## src/inc/sbf_pkg.sv

```systemverilog
// Constants, types and helpers shared by both ends
`default_nettype none
package sbf_pkg;

  // ----------------------------------------------------------------
  // Transaction codes
  // ----------------------------------------------------------------
  localparam logic [3:0] TC_WR_BLOCK   = 4'h1;
  localparam logic [3:0] TC_RD_RESP_BL = 4'h7;
  localparam logic [3:0] TC_LOCK_REQ   = 4'h9;
  localparam logic [3:0] TC_ISO        = 4'ha;
  localparam logic [3:0] TC_LOCK_RESP  = 4'hb;

  // ----------------------------------------------------------------
  // Field values and positions
  // ----------------------------------------------------------------
  localparam logic [3:0]  PRIO_CABLE    = 4'h0;
  localparam logic [1:0]  TAG_FORMATTED = 2'h0;
  localparam int unsigned HDR_QUADS     = 4;
  localparam int unsigned QCNT_W        = 14;
  localparam logic [13:0] HDR_QCNT      = 14'h0004;
  localparam int unsigned RCODE_W       = 4;
  localparam int unsigned TRL_QCNT_LSB  = 16;
  localparam int unsigned TRL_ACK_LSB   = 8;
  localparam int unsigned TRL_SPD_LSB   = 4;
  localparam int unsigned HDR_PRIO_LSB  = 0;
  localparam int unsigned ISO_LEN_LSB   = 16;
  localparam int unsigned MOVER_SPD_LSB = 22;

  typedef enum logic [1:0] {RT_NEW = 2'h0, RT_RETRY_X = 2'h1, RT_RETRY_A = 2'h2, RT_RETRY_B = 2'h3} retry_t;
  typedef enum logic [1:0] {SPD_S100 = 2'h0, SPD_S200 = 2'h1, SPD_S400 = 2'h2, SPD_UNDEF = 2'h3} speed_t;

  // ----------------------------------------------------------------
  // Helpers
  // ----------------------------------------------------------------
  function automatic logic has_block_data(input logic [3:0] tc);
    has_block_data = (tc == TC_WR_BLOCK) || (tc == TC_RD_RESP_BL) || (tc == TC_LOCK_REQ) || (tc == TC_LOCK_RESP);
  endfunction

  // Byte lane 0 is the most significant byte of a quadlet
  function automatic logic [31:0] put_byte(input logic [31:0] q, input logic [1:0] lane, input logic [7:0] b);
    logic [31:0] r;
    r = q;
    r[8 * (3 - int'(lane)) +: 8] = b;
    put_byte = r;
  endfunction

  function automatic logic [13:0] data_quads(input logic [15:0] len);
    logic [16:0] s;
    s = {1'b0, len} + 17'h00003;
    data_quads = 14'(s[16:2]);
  endfunction

  // Bytes that go into the next payload quadlet
  function automatic logic [2:0] chunk(input logic [15:0] left);
    chunk = (left > 16'h0003) ? 3'h4 : left[2:0];
  endfunction

endpackage
`default_nettype wire

```

## src/inc/sbf_link_if.sv

```systemverilog
// Quadlet streams joining the device end and the host end
`timescale 1ns/100ps
`default_nettype none
interface sbf_link_if;
  logic        rxq_valid;  // Receive quadlet offered to host
  logic        rxq_ready;  // Host takes it
  logic [31:0] rxq_data;   // Header, payload or status quadlet
  logic        rxq_last;   // Status quadlet, ends packet
  logic        itq_valid;  // Iso transmit quadlet offered to device
  logic        itq_ready;  // Device takes it
  logic [31:0] itq_data;   // Iso header or payload quadlet

  modport dev (output rxq_valid, output rxq_data, output rxq_last, input rxq_ready,
               input itq_valid, input itq_data, output itq_ready);
  modport host (input rxq_valid, input rxq_data, input rxq_last, output rxq_ready,
                output itq_valid, output itq_data, input itq_ready);
endinterface
`default_nettype wire

```

## src/logic/sbf_device.sv

```systemverilog
// Device end: block receive formatter and iso sender
//
// What this block does
// - Status quadlet reports header plus payload quadlets.
// - Status quadlet carries five-bit acknowledge code.
// - Destination is bus number then node number.
// - Retry code new, X, A, B encoded.
// - Priority field is zero on cable.
// - Destination offset is quadlet aligned.
// - Lock response: response code tops offset high.
// - Length counts block payload bytes only.
// - Payload starts byte zero, last quadlet padded.
// - Speed code 100, 200, 400, undefined.
// - Extended code names the block operation.
// - Transaction label passed unchanged for pairing.
// - Host queues iso packets in send order.
// - Waiting iso packets go after cycle start.
// - Iso speed from data mover control bits.
// - Host sets iso tag to formatted.
// - Host sets iso transaction code to A.
// - Iso header holds channel and sync bits.
// - Host puts payload from byte zero, pads.
// - Iso length decides how many bytes sent.
// - Each block packet ends with status quadlet.
`timescale 1ns/100ps
`default_nettype none
module sbf_device
  import sbf_pkg::*;
(
  input  wire logic        mclk_i,            // 10 MHz clock
  input  wire logic        rstn_i,            // Synchronous reset, active low
  sbf_link_if.dev          lnk,               // Streams to the host end
  input  wire logic        pkt_valid_i,       // Received packet header offered
  output logic             pkt_ready_o,       // Header taken
  input  wire logic [9:0]  dst_bus_i,         // Destination bus number
  input  wire logic [5:0]  dst_node_i,        // Destination node number
  input  wire logic [5:0]  tlabel_i,          // Transaction label
  input  wire retry_t      retry_i,           // Retry code
  input  wire logic [3:0]  tcode_i,           // Transaction code
  input  wire logic [15:0] src_id_i,          // Source node ID
  input  wire logic [47:0] dst_offset_i,      // Destination offset
  input  wire logic [3:0]  rcode_i,           // Response code of lock response
  input  wire logic [15:0] data_len_i,        // Block payload bytes
  input  wire logic [15:0] ext_tcode_i,       // Extended transaction code
  input  wire logic [4:0]  ack_status_code_i, // Acknowledge code for status
  input  wire speed_t      rx_spd_i,          // Speed of received packet
  input  wire logic        pay_valid_i,       // Payload byte offered
  output logic             pay_ready_o,       // Payload byte taken
  input  wire logic [7:0]  pay_byte_i,        // Payload byte, byte 0 first
  input  wire logic [31:0] data_mover_ctrl_i, // Data mover control value
  input  wire logic        cycle_start_i,     // Cycle start seen or sent
  output logic             iso_valid_o,       // Iso quadlet to the bus side
  input  wire logic        iso_ready_i,       // Bus side takes it
  output logic [31:0]      iso_data_o,        // Iso header or payload quadlet
  output logic             iso_last_o,        // Last quadlet of packet
  output var speed_t       iso_spd_o          // Speed of current iso packet
);

  // ----------------------------------------------------------------
  // Receive formatter
  // ----------------------------------------------------------------
  typedef enum logic [1:0] {RX_IDLE, RX_HDR, RX_DATA, RX_TRL} rx_state_t;

  rx_state_t          rx_st_q, rx_st_d;
  logic [31:0]        hdr_q [HDR_QUADS];
  logic [31:0]        hdr_d [HDR_QUADS];
  logic [31:0]        trl_q, trl_d;
  logic [1:0]         hidx_q, hidx_d;
  logic [15:0]        left_q, left_d;
  logic [31:0]        pk_q, pk_d;
  logic [2:0]         pkn_q, pkn_d;
  logic [31:0]        rq_q, rq_d;
  logic               rv_q, rv_d;
  logic               rl_q, rl_d;
  logic [2:0]         need;
  logic [QCNT_W-1:0]  qcnt;
  logic               adv;

  assign adv = !rv_q || lnk.rxq_ready;
  assign need = chunk(left_q);

  always_comb
  begin
    rx_st_d     = rx_st_q;
    hdr_d       = hdr_q;
    trl_d       = trl_q;
    hidx_d      = hidx_q;
    left_d      = left_q;
    pk_d        = pk_q;
    pkn_d       = pkn_q;
    rq_d        = rq_q;
    rl_d        = rl_q;
    rv_d        = rv_q && !lnk.rxq_ready;
    pkt_ready_o = 1'b0;
    pay_ready_o = 1'b0;
    qcnt        = HDR_QCNT;
    case (rx_st_q)
      RX_IDLE:
      begin
        pkt_ready_o = 1'b1;
        if (pkt_valid_i)
        begin
          hdr_d[0] = {dst_bus_i, dst_node_i, tlabel_i, retry_i, tcode_i, PRIO_CABLE};
          if (tcode_i == TC_LOCK_RESP)
            hdr_d[1] = {src_id_i, rcode_i, {(16 - RCODE_W){1'b0}}};
          else
            hdr_d[1] = {src_id_i, dst_offset_i[47:32]};
          hdr_d[2] = {dst_offset_i[31:2], 2'h0};
          hdr_d[3] = {data_len_i, ext_tcode_i};
          // Read requests and write responses carry no payload quadlets
          left_d = has_block_data(tcode_i) ? data_len_i : 16'h0000;
          if (has_block_data(tcode_i))
            qcnt = HDR_QCNT + data_quads(data_len_i);
          trl_d = '0;
          trl_d[TRL_QCNT_LSB +: QCNT_W] = qcnt;
          trl_d[TRL_ACK_LSB +: 5]       = ack_status_code_i;
          trl_d[TRL_SPD_LSB +: 2]       = rx_spd_i;
          hidx_d  = 2'h0;
          pk_d    = '0;
          pkn_d   = 3'h0;
          rx_st_d = RX_HDR;
        end
      end
      RX_HDR:
      begin
        if (adv)
        begin
          rq_d   = hdr_q[hidx_q];
          rv_d   = 1'b1;
          rl_d   = 1'b0;
          hidx_d = hidx_q + 2'h1;
          if (hidx_q == 2'h3)
            rx_st_d = (left_q != 16'h0000) ? RX_DATA : RX_TRL;
        end
      end
      RX_DATA:
      begin
        if (pkn_q != need)
        begin
          pay_ready_o = 1'b1;
          if (pay_valid_i)
          begin
            pk_d  = put_byte(pk_q, pkn_q[1:0], pay_byte_i);
            pkn_d = pkn_q + 3'h1;
          end
        end
        else if (adv)
        begin
          // Unfilled lanes of a short last quadlet stay zero
          rq_d   = pk_q;
          rv_d   = 1'b1;
          rl_d   = 1'b0;
          pk_d   = '0;
          pkn_d  = 3'h0;
          left_d = left_q - {13'h0000, need};
          if (left_q == {13'h0000, need})
            rx_st_d = RX_TRL;
        end
      end
      RX_TRL:
      begin
        if (adv)
        begin
          rq_d    = trl_q;
          rv_d    = 1'b1;
          rl_d    = 1'b1;
          rx_st_d = RX_IDLE;
        end
      end
      default:
        rx_st_d = RX_IDLE;
    endcase
  end

  always_ff @(posedge mclk_i)
  begin
    if (!rstn_i)
    begin
      rx_st_q <= RX_IDLE;
      hdr_q   <= '{default: '0};
      trl_q   <= '0;
      hidx_q  <= 2'h0;
      left_q  <= 16'h0000;
      pk_q    <= '0;
      pkn_q   <= 3'h0;
      rq_q    <= '0;
      rv_q    <= 1'b0;
      rl_q    <= 1'b0;
    end
    else
    begin
      rx_st_q <= rx_st_d;
      hdr_q   <= hdr_d;
      trl_q   <= trl_d;
      hidx_q  <= hidx_d;
      left_q  <= left_d;
      pk_q    <= pk_d;
      pkn_q   <= pkn_d;
      rq_q    <= rq_d;
      rv_q    <= rv_d;
      rl_q    <= rl_d;
    end
  end

  assign lnk.rxq_valid = rv_q;
  assign lnk.rxq_data  = rq_q;
  assign lnk.rxq_last  = rl_q;

  // ----------------------------------------------------------------
  // Isochronous transmit
  // ----------------------------------------------------------------
  // A burst drains whatever the host has queued; a packet that shows up
  // after the queue ran dry waits for the next cycle start.
  typedef enum logic [1:0] {IT_IDLE, IT_BURST, IT_DATA} it_state_t;

  it_state_t    it_q, it_d;
  logic [31:0]  iq_q, iq_d;
  logic         iv_q, iv_d;
  logic         il_q, il_d;
  speed_t       ispd_q, ispd_d;
  logic [13:0]  iqn_q, iqn_d;
  logic [13:0]  qn;
  logic         iadv;
  logic         itq_rdy;

  assign iadv = !iv_q || iso_ready_i;
  assign qn   = data_quads(lnk.itq_data[ISO_LEN_LSB +: 16]);

  always_comb
  begin
    it_d    = it_q;
    iq_d    = iq_q;
    il_d    = il_q;
    ispd_d  = ispd_q;
    iqn_d   = iqn_q;
    iv_d    = iv_q && !iso_ready_i;
    itq_rdy = 1'b0;
    case (it_q)
      IT_IDLE:
      begin
        if (cycle_start_i)
          it_d = IT_BURST;
      end
      IT_BURST:
      begin
        itq_rdy = iadv;
        if (!lnk.itq_valid)
          it_d = IT_IDLE;
        else if (iadv)
        begin
          iq_d   = lnk.itq_data;
          iv_d   = 1'b1;
          ispd_d = speed_t'(data_mover_ctrl_i[MOVER_SPD_LSB +: 2]);
          iqn_d  = qn;
          il_d   = (qn == 14'h0000);
          if (qn != 14'h0000)
            it_d = IT_DATA;
        end
      end
      IT_DATA:
      begin
        itq_rdy = iadv;
        if (lnk.itq_valid && iadv)
        begin
          iq_d  = lnk.itq_data;
          iv_d  = 1'b1;
          iqn_d = iqn_q - 14'h0001;
          il_d  = (iqn_q == 14'h0001);
          if (iqn_q == 14'h0001)
            it_d = IT_BURST;
        end
      end
      default:
        it_d = IT_IDLE;
    endcase
  end

  always_ff @(posedge mclk_i)
  begin
    if (!rstn_i)
    begin
      it_q   <= IT_IDLE;
      iq_q   <= '0;
      iv_q   <= 1'b0;
      il_q   <= 1'b0;
      ispd_q <= SPD_S100;
      iqn_q  <= 14'h0000;
    end
    else
    begin
      it_q   <= it_d;
      iq_q   <= iq_d;
      iv_q   <= iv_d;
      il_q   <= il_d;
      ispd_q <= ispd_d;
      iqn_q  <= iqn_d;
    end
  end

  assign lnk.itq_ready = itq_rdy;
  assign iso_valid_o   = iv_q;
  assign iso_data_o    = iq_q;
  assign iso_last_o    = il_q;
  assign iso_spd_o     = ispd_q;

endmodule
`default_nettype wire

```

## src/flat_wrapper.sv

```systemverilog
// flat-port wrapper written by rule: the top's interface ports become plain ports
module sbf_device_flat import sbf_pkg::*;
  (mclk_i, rstn_i, pkt_valid_i, pkt_ready_o, dst_bus_i, dst_node_i, tlabel_i, retry_i, tcode_i, src_id_i, dst_offset_i, rcode_i, data_len_i, ext_tcode_i, ack_status_code_i, rx_spd_i, pay_valid_i, pay_ready_o, pay_byte_i, data_mover_ctrl_i, cycle_start_i, iso_valid_o, iso_ready_i, iso_data_o, iso_last_o, iso_spd_o, lnk_rxq_valid, lnk_rxq_data, lnk_rxq_last, lnk_rxq_ready, lnk_itq_valid, lnk_itq_data, lnk_itq_ready);
  sbf_link_if lnk_i ();
  input  wire logic mclk_i;
  input  wire logic rstn_i;
  input  wire logic pkt_valid_i;
  output logic pkt_ready_o;
  input  wire logic [9:0] dst_bus_i;
  input  wire logic [5:0] dst_node_i;
  input  wire logic [5:0] tlabel_i;
  input  wire retry_t retry_i;
  input  wire logic [3:0] tcode_i;
  input  wire logic [15:0] src_id_i;
  input  wire logic [47:0] dst_offset_i;
  input  wire logic [3:0] rcode_i;
  input  wire logic [15:0] data_len_i;
  input  wire logic [15:0] ext_tcode_i;
  input  wire logic [4:0] ack_status_code_i;
  input  wire speed_t rx_spd_i;
  input  wire logic pay_valid_i;
  output logic pay_ready_o;
  input  wire logic [7:0] pay_byte_i;
  input  wire logic [31:0] data_mover_ctrl_i;
  input  wire logic cycle_start_i;
  output logic iso_valid_o;
  input  wire logic iso_ready_i;
  output logic [31:0] iso_data_o;
  output logic iso_last_o;
  output var speed_t iso_spd_o;
  output wire logic [$bits(lnk_i.rxq_valid)-1:0] lnk_rxq_valid;
  output wire logic [$bits(lnk_i.rxq_data)-1:0] lnk_rxq_data;
  output wire logic [$bits(lnk_i.rxq_last)-1:0] lnk_rxq_last;
  input wire logic [$bits(lnk_i.rxq_ready)-1:0] lnk_rxq_ready;
  input wire logic [$bits(lnk_i.itq_valid)-1:0] lnk_itq_valid;
  input wire logic [$bits(lnk_i.itq_data)-1:0] lnk_itq_data;
  output wire logic [$bits(lnk_i.itq_ready)-1:0] lnk_itq_ready;
  assign lnk_rxq_valid = lnk_i.rxq_valid;
  assign lnk_rxq_data = lnk_i.rxq_data;
  assign lnk_rxq_last = lnk_i.rxq_last;
  assign lnk_i.rxq_ready = lnk_rxq_ready;
  assign lnk_i.itq_valid = lnk_itq_valid;
  assign lnk_i.itq_data = lnk_itq_data;
  assign lnk_itq_ready = lnk_i.itq_ready;
  sbf_device u_core (.mclk_i(mclk_i), .rstn_i(rstn_i), .lnk(lnk_i), .pkt_valid_i(pkt_valid_i), .pkt_ready_o(pkt_ready_o), .dst_bus_i(dst_bus_i), .dst_node_i(dst_node_i), .tlabel_i(tlabel_i), .retry_i(retry_i), .tcode_i(tcode_i), .src_id_i(src_id_i), .dst_offset_i(dst_offset_i), .rcode_i(rcode_i), .data_len_i(data_len_i), .ext_tcode_i(ext_tcode_i), .ack_status_code_i(ack_status_code_i), .rx_spd_i(rx_spd_i), .pay_valid_i(pay_valid_i), .pay_ready_o(pay_ready_o), .pay_byte_i(pay_byte_i), .data_mover_ctrl_i(data_mover_ctrl_i), .cycle_start_i(cycle_start_i), .iso_valid_o(iso_valid_o), .iso_ready_i(iso_ready_i), .iso_data_o(iso_data_o), .iso_last_o(iso_last_o), .iso_spd_o(iso_spd_o));
endmodule
```

## config.mk

```make
export PLATFORM = sky130hd
export DESIGN_NAME = sbf_device_flat
export DESIGN_NICKNAME = d
export VERILOG_FILES = /design/src/inc/sbf_pkg.sv /design/src/inc/sbf_link_if.sv /design/src/logic/sbf_device.sv /design/src/flat_wrapper.sv
export SDC_FILE = /design/constraint.sdc
export NUM_CORES = 1
export LEC_CHECK = 0
export CAP_MARGIN = 10
export CORE_ASPECT_RATIO = 1.4
export CORE_MARGIN = 10
export CORE_UTILIZATION = 30
export CTS_CLUSTER_SIZE = 30
export DETAILED_ROUTE_END_ITERATION = 8
export DONT_BUFFER_PORTS = 1
export PLACE_DENSITY = 0.45
export SYNTH_ARGS = -nofsm -noshare
export SYNTH_HDL_FRONTEND = slang
export SYNTH_SLANG_ARGS = --single-unit
```

## constraint.sdc

```tcl
create_clock -name mclk_i -period 4.7 [get_ports mclk_i]
set_input_delay 0.47 -clock mclk_i [delete_from_list [all_inputs] [get_ports mclk_i]]
set_output_delay 0.47 -clock mclk_i [all_outputs]
set_load 0.1 [all_outputs]
```

# Word-level counts from Yosys, hierarchy flattened
# Cells that the tools add are included.
# totals
ff_bits	284
inputBits	215
output_inout_bits	73
wordCells	168
# op_classes
add_sub_neg	9
order_cmp	2
n_eq_ne	29
shift	2
muxes	73
bitwise	1
n_reduce_logical	33
# op_table
operator	n
$mux 32	13
$pmux 32 s2	2
$pmux 32 s3	1
$mux 16	5
$bmux 32 s2	1
$mux 14	4
$neg 32->33	1
$shift 8x33->32 const A	1
$shiftx 8x33->32	1
$add 16x2->16 const B	2
$bwmux 32	1
$pmux 16 s2	1
$mux 2	15
$pmux 14 s2	1
$eq 16x3->1	1
$gt 16x2->1 const B	1
$mux 1	16
$ne 2x1->1 const B	8
$reduce_bool 16->1	1
$sub 16x3->16	1
$mux 3	5
$add 3x14->14 const A	1
$eq 14x1->1 const B	1
$logic_not 14->1	1
35 further kinds	64

# Logic depth before layout (Yosys ltp)
# Gate-level depths: netlist of the first run.
# logic_depth
ltp_word	7
ltp_mapped	10
depth_no_buf	10

# Worst setup path after synthesis of the first run
# No wires, ideal clock.
# synth_timing
path_kind	register to output
start	register u_core.left_q[6]
end	output pay_ready_o
arrival_ps	2757
required_time_ps	4230
slack_ps	1473
path_stages_with_launch	6
path_buffers	1
cell_sequence	dfxtp_1 > nor4_4 > nand4_2 > mux2_4 > buf_6 > nor2_1
# synth_between
elab_chain_cells	5
# synth_lines
item	line	rtl
start: declaration	sbf_device.sv:69	logic [15:0] left_q, left_d;
start signal: assignment	sbf_device.sv:196	left_q <= left_d;
$gt 16x2->1	sbf_pkg.sv:56	chunk = (left > 16'h0003) ? 3'h4 : left[2:0];
$mux 3	sbf_pkg.sv:56	
$ne 3x3->1	sbf_device.sv:138	if (pkn_q != need)
$mux 1	sbf_device.sv:138	
$mux 1	sbf_device.sv:97	case (rx_st_q)
end: declaration	flat_wrapper.sv:22	output logic pay_ready_o;
# No other way between the ends.

# Worst setup path after layout of the first run
# layout_timing
start	register u_core.rx_st_q[0]
end	register u_core.pk_q[13]
# layout_between
elab_chain_cells	3
word_cells_on_any_way	8
cone_classes	eq/ne: 4; mux: 1; reduce/logical: 3
# layout_lines
item	line	rtl
start: declaration	sbf_device.sv:64	rx_state_t rx_st_q, rx_st_d;
start signal: assignment	sbf_device.sv:192	rx_st_q <= rx_st_d;
$eq 2x2->1 / $logic_not 2->1 (equally long branches)	sbf_device.sv:97	
$ne 3x1->1 (no line) (tied with other cells)	--	
$reduce_and 4->1 (no line)	--	
end signal: assignment	sbf_device.sv:197	pk_q <= pk_d;
end: declaration	sbf_device.sv:70	logic [31:0] pk_q, pk_d;
# Parallel ways exist; a longest one is shown, timed or not.
# A chain may end at the register's enable or synchronous reset.

==> impl_metrics.ini, run 1 <==
[pwr]
powerDensity_nw_per_um2 = 746
vdd_drop_max_mv = 0.373
report.power.total_uw = 11000
cellLeakagePower_uw = 0.00515

[synth]
syn_nets = 1827
yosysSeqAreaShare = 0.433
ys_ff_latch = 284
synth_ff_type = dfxtp_1
syn_area_sq_um = 13100
ys_types = 74
async_reset_ff_frac = 0
avgSynthCellArea_sq_um = 8.23
yosysTopAreaCell = dfxtp_1
synth-warning-count = 0
synth_top_area_frac = 0.433
ys_top_cells_by_area = dfxtp_1 43%, nand2_1 12%, a21oi_1 8.5%
synth-edff-count = 0
synthCells = 1594

[outcome]
status = finished clean

[setup_path]
worst-setup-path-type = register to register
r2r_cells = 8
worstPathMaxFanout = 17
cp_cell_sequence = inv_1 -> ha_2 -> nand2b_1 -> o21ai_0 -> nor2_1 -> a21oi_4 -> o21ai_1 -> a31o_2
required_ps = 5120
arrival_ps = 3980
critPathLaunchType = register
regToRegSetupSlack_ps = 1130
endpoint_kind = register
critical-path-slowest-cell = ha_2
critPathTopFamily = compound AO/OA/AOI/OAI gates
cp_num_buf_inv = 1
cpPeakStageDelay_ps = 740
worst-path-stages = 8

[drt]
wl_microns = 46500
route.detailed.drc = 0
num_vias = 11241
ant_nets = 0
detail_route.wl_per_cell_microns = 22.0
via_per_inst = 5.33
drt_pre_antenna_iters = 5
drt_iter0_markers = 573

[floorplan]
die_y_microns = 267
ios = 288
rows = 90
die_area_sq_um = 52600
coreArea_sq_um = 43100
die_x_microns = 197
initial_core_util = 0.304

[sta]
fin_crit_sh = 0.759
hold_viol_final = 0
drv_slew = 0
min_period_ps = 3570
relSlewSlack = 0.256
setup_viol = 0
rsz0062_at_grt = false
fin_ws_ps = 1130
worst_slew_pin_slew_ps = 1120
fmax_mhz = 280
skew_ps = 19.0
tns_ps = 0

[min_path]
hold_depth = 1
hold_path.class = input pin to register

[grt]
grt_max_degree = 117
grt_pass1_vias = 11031
overflow = 0
track_usage = 0.169
antenna_found_initial = 7
grt_pass1_wl_microns = 69300

[cts]
clk_pin_slew_ps = 60
cts.sinks = 284
root_buffer = clkbuf_16
cts-buffers-inserted = 34
cts_setup_buffers = 0
cts_buffer_depth = 3
htreeDepth = 2
cts-resized-gates = 0
clock_latency_ps = 530
cts_tree = built
cts.hold.buffers_added = 0

[run]
maxCapViolations = 0

[cells_and_area]
final_nets = 1764
layout_common_cells = 415 x nand2_1, 282 x dfxtp_1, 222 x a21oi_1
syn_to_final_growth_pct = 12.1
fin_area_sq_um = 14700
drive_gt1_frac = 0.102
instances_no_fill = 2109
layout_commonest_cell = nand2_1

[placed_design]
dp_hpwl_microns = 33000
placed_area_sq_um = 13600
pre_cts_slack_ps = 1150
gp_congestion = 0.811
dp.cells = 2047
port_buffers = 0
[Yosys cell counts, types with 3 or more instances]
master    instances
nand2_1         416
a21o_1            3
nand4_1          14
a31o_2           19
a32o_1            3
o32ai_1           4
and3_1            6
mux2i_1          16
clkbuf_1         99
o211a_1           3
buf_2            10
xnor2_1          14
nand2b_1          6
ha_1             18
nand3_1          28
o211ai_1          8
a21oi_1         222
a22oi_1          16
mux4_2           28
and2_1            6
inv_1            19
a32oi_1           6
dfxtp_1         284
buf_1             7
o22ai_1           6
or3_1             9
o21a_1            3
nor2b_1           7
mux2_2            6
xor2_1           16
nor2_1           86
a22o_1           34
nor4_1            3
a221oi_1          3
o21ai_0          41
a211oi_1         40
nor4_4            5
a31oi_1           7
o21ai_1           3
nor3_1           29
[where the power goes]
part	leakage, uW	internal (uW)	switching, uW
clock	0.000563	1620	1090
combinational	0.00226	1120	2340
sequential	0.00232	2910	1900
[worst register-to-register path: cells and delay by family (launching register included)]
kind / cells / cell delay (ps)
AOI/OAI and AO/OA: 4 / 1610
DFF: 1 / 340
and+or+nand+nor: 2 / 670
adders and majority gates: 1 / 740
buffers and inverters: 1 / 120
[logic make-up (layout without fill, tap and decap cells)]
logic type,after synthesis,in the layout,share of synthesized area
AOI/OAI and AO/OA,441,441,0.211
adders and majority gates,18,18,0.0172
xor gates and xnor gates,30,30,0.0200
muxes,52,52,0.0683
and+or+nand+nor,632,632,0.210
other,1,2,0.000286
buffers and inverters,136,98,0.0404
DFF,284,284,0.433
[routing by layer]
metal,track usage,vias up,share of wire,wire (microns)
met5,0,-,0.0021,96
met4,0.0677,12,0.035,1650
met3,0.0658,86,0.086,3980
met2,0.291,293,0.50,23200
met1,0.181,5358,0.38,17600
li1,-,5492,-,-
[flip-flops by register name, summed over array words and instances, names as in the netlist]
| register | flops |
|---|---|
| u_core.iso_data_o | 32 |
| u_core.lnk.rxq_data | 32 |
| u_core.left_q | 16 |
| u_core.pk_q | 32 |
| u_core.iso_spd_o | 2 |
| u_core.trl_q | 21 |
| u_core.rx_st_q | 2 |
| u_core.hidx_q | 2 |
| u_core.iqn_q | 14 |
| u_core.it_q | 2 |
| u_core.iso_valid_o | 1 |
| u_core.hdr_q | 122 |
| u_core.lnk.rxq_last | 1 |
| u_core.lnk.rxq_valid | 1 |
| u_core.pkn_q | 3 |
| u_core.iso_last_o | 1 |
[final timing paths]
kind / startpoint / endpoint
setup reg to reg: u_core.rx_st_q[0]$_SDFFE_PN0P_ / u_core.pk_q[13]$_SDFFE_PN0P_
hold reg to reg: u_core.hdr_q[68]$_SDFFE_PN0P_ / u_core.hdr_q[68]$_SDFFE_PN0P_
hold / removal: pay_byte_i[0] / u_core.pk_q[24]$_SDFFE_PN0P_
setup / recovery: u_core.rx_st_q[0]$_SDFFE_PN0P_ / u_core.pk_q[13]$_SDFFE_PN0P_
[final cells by class]
| cell class | count | area, sq um |
|---|---|---|
| multi-input cells | 1174 | 6940 |
| diodes | 1 | 2.50 |
| clock buffers | 49 | 1020 |
| fillers | 4551 | 28400 |
| well taps | 552 | 691 |
| flip-flops and latches | 284 | 5690 |
| inverters | 19 | 76.3 |
| clock inverters | 12 | 123 |
| repair buffers | 18 | 173 |
[per-stage QoR]
step,hold WS [ps],util
after CTS,47.7,0.341
after global routing,56.4,0.341
after global placement,438,0.315
after floorplan,426,-
after detailed placement,442,0.315
final,67.3,0.341
(Power assumes the default switching activity.)
==> run 2, diff against run 1 <==
Settings changed: ABC_AREA set to 1.
Clock period 4.7 ns to 3.45 ns, I/O delays scaled along.
==> run 2 against run 1 <==
  * Non-clock buffer count rose by 160
  * Clock power rose by 20%
  * Clock skew fell by 6.6 ps
  * Critical path depth rose by 1
  * Register-to-register slack got worse by 590 ps
  * Cell area rose by 14%
  * Synthesized cell count rose by 28%
  * Routed wire length rose by 16%
  * First-iteration DRC count rose by 32%
  * Power rose by 32%
  * Synthesized area rose by 5.4%
  * Largest cell class unchanged
==> impl_metrics.ini, run 2 <==
[synth]
synth-edff-count = 0
synth_top_area_frac = 0.411
ys_types = 45
synthXorXnorAreaFrac = 0.00633
ys_ff_latch = 284
yosysMostFrequentCell = nand2_1
synthAdderAreaFrac = 0.0163
synth_commonest_cells = 388 x nand2_1, 284 x dfxtp_1, 280 x nor2_1
syn_area_sq_um = 13800
synth-warning-count = 0
async_reset_ff_frac = 0
avgSynthCellArea_sq_um = 6.80
ys_top_cells_by_area = dfxtp_1 41%, nand2_1 11%, o21ai_0 9.4%
synth_top_family_by_area = simple AND/OR/NAND/NOR gates
yosysTopAreaCell = dfxtp_1
synthMuxAreaShare = 0
syn_nets = 2267
synth_compound_area_frac = 0.209
synthCells = 2034
yosysSeqAreaShare = 0.411
synth-simple-area-share = 0.275
synth_ff_type = dfxtp_1

[cts]
cts-buffers-inserted = 31
htreeDepth = 1
cts_buffer_depth = 3
root_buffer = clkbuf_16
clock_latency_ps = 590
cts_setup_buffers = 0
clk_pin_slew_ps = 60
cts.sinks = 284
cts_tree = built

[placed_design]
dp_hpwl_microns = 37200
port_buffers = 0
gp_congestion = 0.903

[drt]
detail_route.wl_per_cell_microns = 19.6
route.detailed.drc = 0
ant_nets = 0
wl_microns = 54100
num_vias = 13843
drt_pre_antenna_iters = 5
drt_iter0_markers = 758
via_per_inst = 5.01

[grt]
grt_pass1_vias = 13600
grt_pass1_wl_microns = 81900
track_usage = 0.188
busiest_layer = met2
antenna_found_initial = 1
grt_max_degree = 187
use_met2 = 0.349
use_met3 = 0.0418
overflow = 0
met1_usage = 0.207

[floorplan]
initial_core_util = 0.302
rows = 93
die_y_microns = 274
die_area_sq_um = 55200
coreArea_sq_um = 45800
ios = 288
die_x_microns = 201

[pwr]
cellLeakagePower_uw = 0.00669
report.power.total_uw = 14500
vdd_drop_max_mv = 0.626
powerDensity_nw_per_um2 = 863

[sta]
min_period_ps = 2900
fmax_mhz = 344
rsz0062_at_grt = false
relSlewSlack = 0.276
hold_ws_ps = 22.1
worst_slew_pin_slew_ps = 1080
hold_viol_final = 0
fin_crit_sh = 0.842
drv_slew = 0
setup_viol = 0
skew_ps = 12.4
tns_ps = 0

[run]
maxCapViolations = 0

[cells_and_area]
utilization = 0.367
largest_register = u_core.hdr_q
layout_common_cells = 387 x nand2_1, 283 x dfxtp_1, 277 x nor2_1
syn_to_final_growth_pct = 21.5
drive_gt1_frac = 0.0601
layout_commonest_cell = nand2_1
final_nets = 2357
insertedDiodeCount = 0
largest_reg_flops = 122

[setup_path]
r2r_cells = 9
regToRegEndpoint = u_core.left_q[8]$_SDFFE_PN0P_
worst-setup-path-type = register to register
r2r_start = u_core.rx_st_q[0]$_SDFFE_PN0P_
worstPathMaxFanout = 19
regToRegSetupSlack_ps = 550
critical-path-slowest-cell = o21ai_0
cp_cell_sequence = inv_1 -> ha_2 -> inv_1 -> o21ai_0 -> nand3_4 -> clkinv_1 -> o21ai_0 -> nand2_1 -> a21oi_1
critPathLaunchType = register
endpoint_kind = register
arrival_ps = 3340
cpPeakStageDelay_ps = 570
required_ps = 3890

[min_path]
hold_path.class = input pin to register
hold_start = src_id_i[5]
hold_depth = 2
min_to = u_core.hdr_q[85]$_SDFFE_PN0P_

[outcome]
status = finished clean
-- run 2: layer usage --
metal | wire length [microns] | share of wire
met5 | 7 | 0.00013
met4 | 1600 | 0.029
met3 | 3470 | 0.064
met2 | 28200 | 0.52
met1 | 20900 | 0.39
-- run 2: cells by family (layout without fill, tap and decap cells) --
family / Yosys count / in the layout
and+or+nand+nor: 896 / 896
AOI/OAI and AO/OA: 544 / 544
xor gates and xnor gates: 10 / 10
adders and majority gates: 18 / 18
DFF: 284 / 284
buffers and inverters: 281 / 395
other: 1 / 1
-- run 2: critical path: cells and delay by family (launching register included) --
family | cells | cell delay [ps]
buffers and inverters | 3 | 790
flip-flops | 1 | 350
AND/OR/NAND/NOR | 2 | 380
AO/OA/AOI/OAI | 3 | 790
adder cells (fa/ha/maj) | 1 | 450
-- run 2: power by group --
part	internal, uW	leakage (uW)	total, uW	switching [uW]
logic	1500	0.00389	4990	3500
registers	4110	0.00233	6280	2170
clock network	1800	0.000472	3240	1440
total	7420	0.00669	14500	7100
-- run 2: final cells by class --
| class | instances | area, sq um |
|---|---|---|
| clock buffers | 48 | 910 |
| clock inverters | 9 | 53.8 |
| fillers | 4985 | 29000 |
| inverters | 160 | 604 |
| multi-input cells | 1469 | 7040 |
| flip-flops and latches | 284 | 5690 |
| well taps | 617 | 772 |
| repair buffers | 178 | 1750 |
-- run 2: worst max-delay path by stage --
stage / cells past startpoint / slack [ps] / start / to
global placement: 9 / 560 / u_core.rx_st_q[0]$_SDFFE_PN0P_ / u_core.left_q[8]$_SDFFE_PN0P_
global route: 8 / 290 / u_core.rx_st_q[0]$_SDFFE_PN0P_ / u_core.left_q[6]$_SDFFE_PN0P_
floorplan: 10 / 720 / u_core.rx_st_q[0]$_SDFFE_PN0P_ / u_core.pk_q[29]$_SDFFE_PN0P_
finish: 9 / 550 / u_core.rx_st_q[0]$_SDFFE_PN0P_ / u_core.left_q[8]$_SDFFE_PN0P_
detailed placement: 9 / 550 / u_core.rx_st_q[0]$_SDFFE_PN0P_ / u_core.left_q[8]$_SDFFE_PN0P_
CTS: 9 / 520 / u_core.rx_st_q[0]$_SDFFE_PN0P_ / u_core.left_q[8]$_SDFFE_PN0P_
-- run 2: what timing repair did --
item                      4_1_cts  5_1_grt
hold endpoints to repair      196        1
hold buffers                  153        1
gates resized for setup         0        0
-- run 2: metrics by stage --
step / std cells / setup WS [ps] / cell area [sq um]
after floorplan: 2034 / 717 / 13800
after global placement: 2554 / 557 / 14300
after detailed placement: 2554 / 551 / 14300
after CTS: 2764 / 523 / 16800
after global routing: 2765 / 293 / 16800
final: 2765 / 547 / 16800
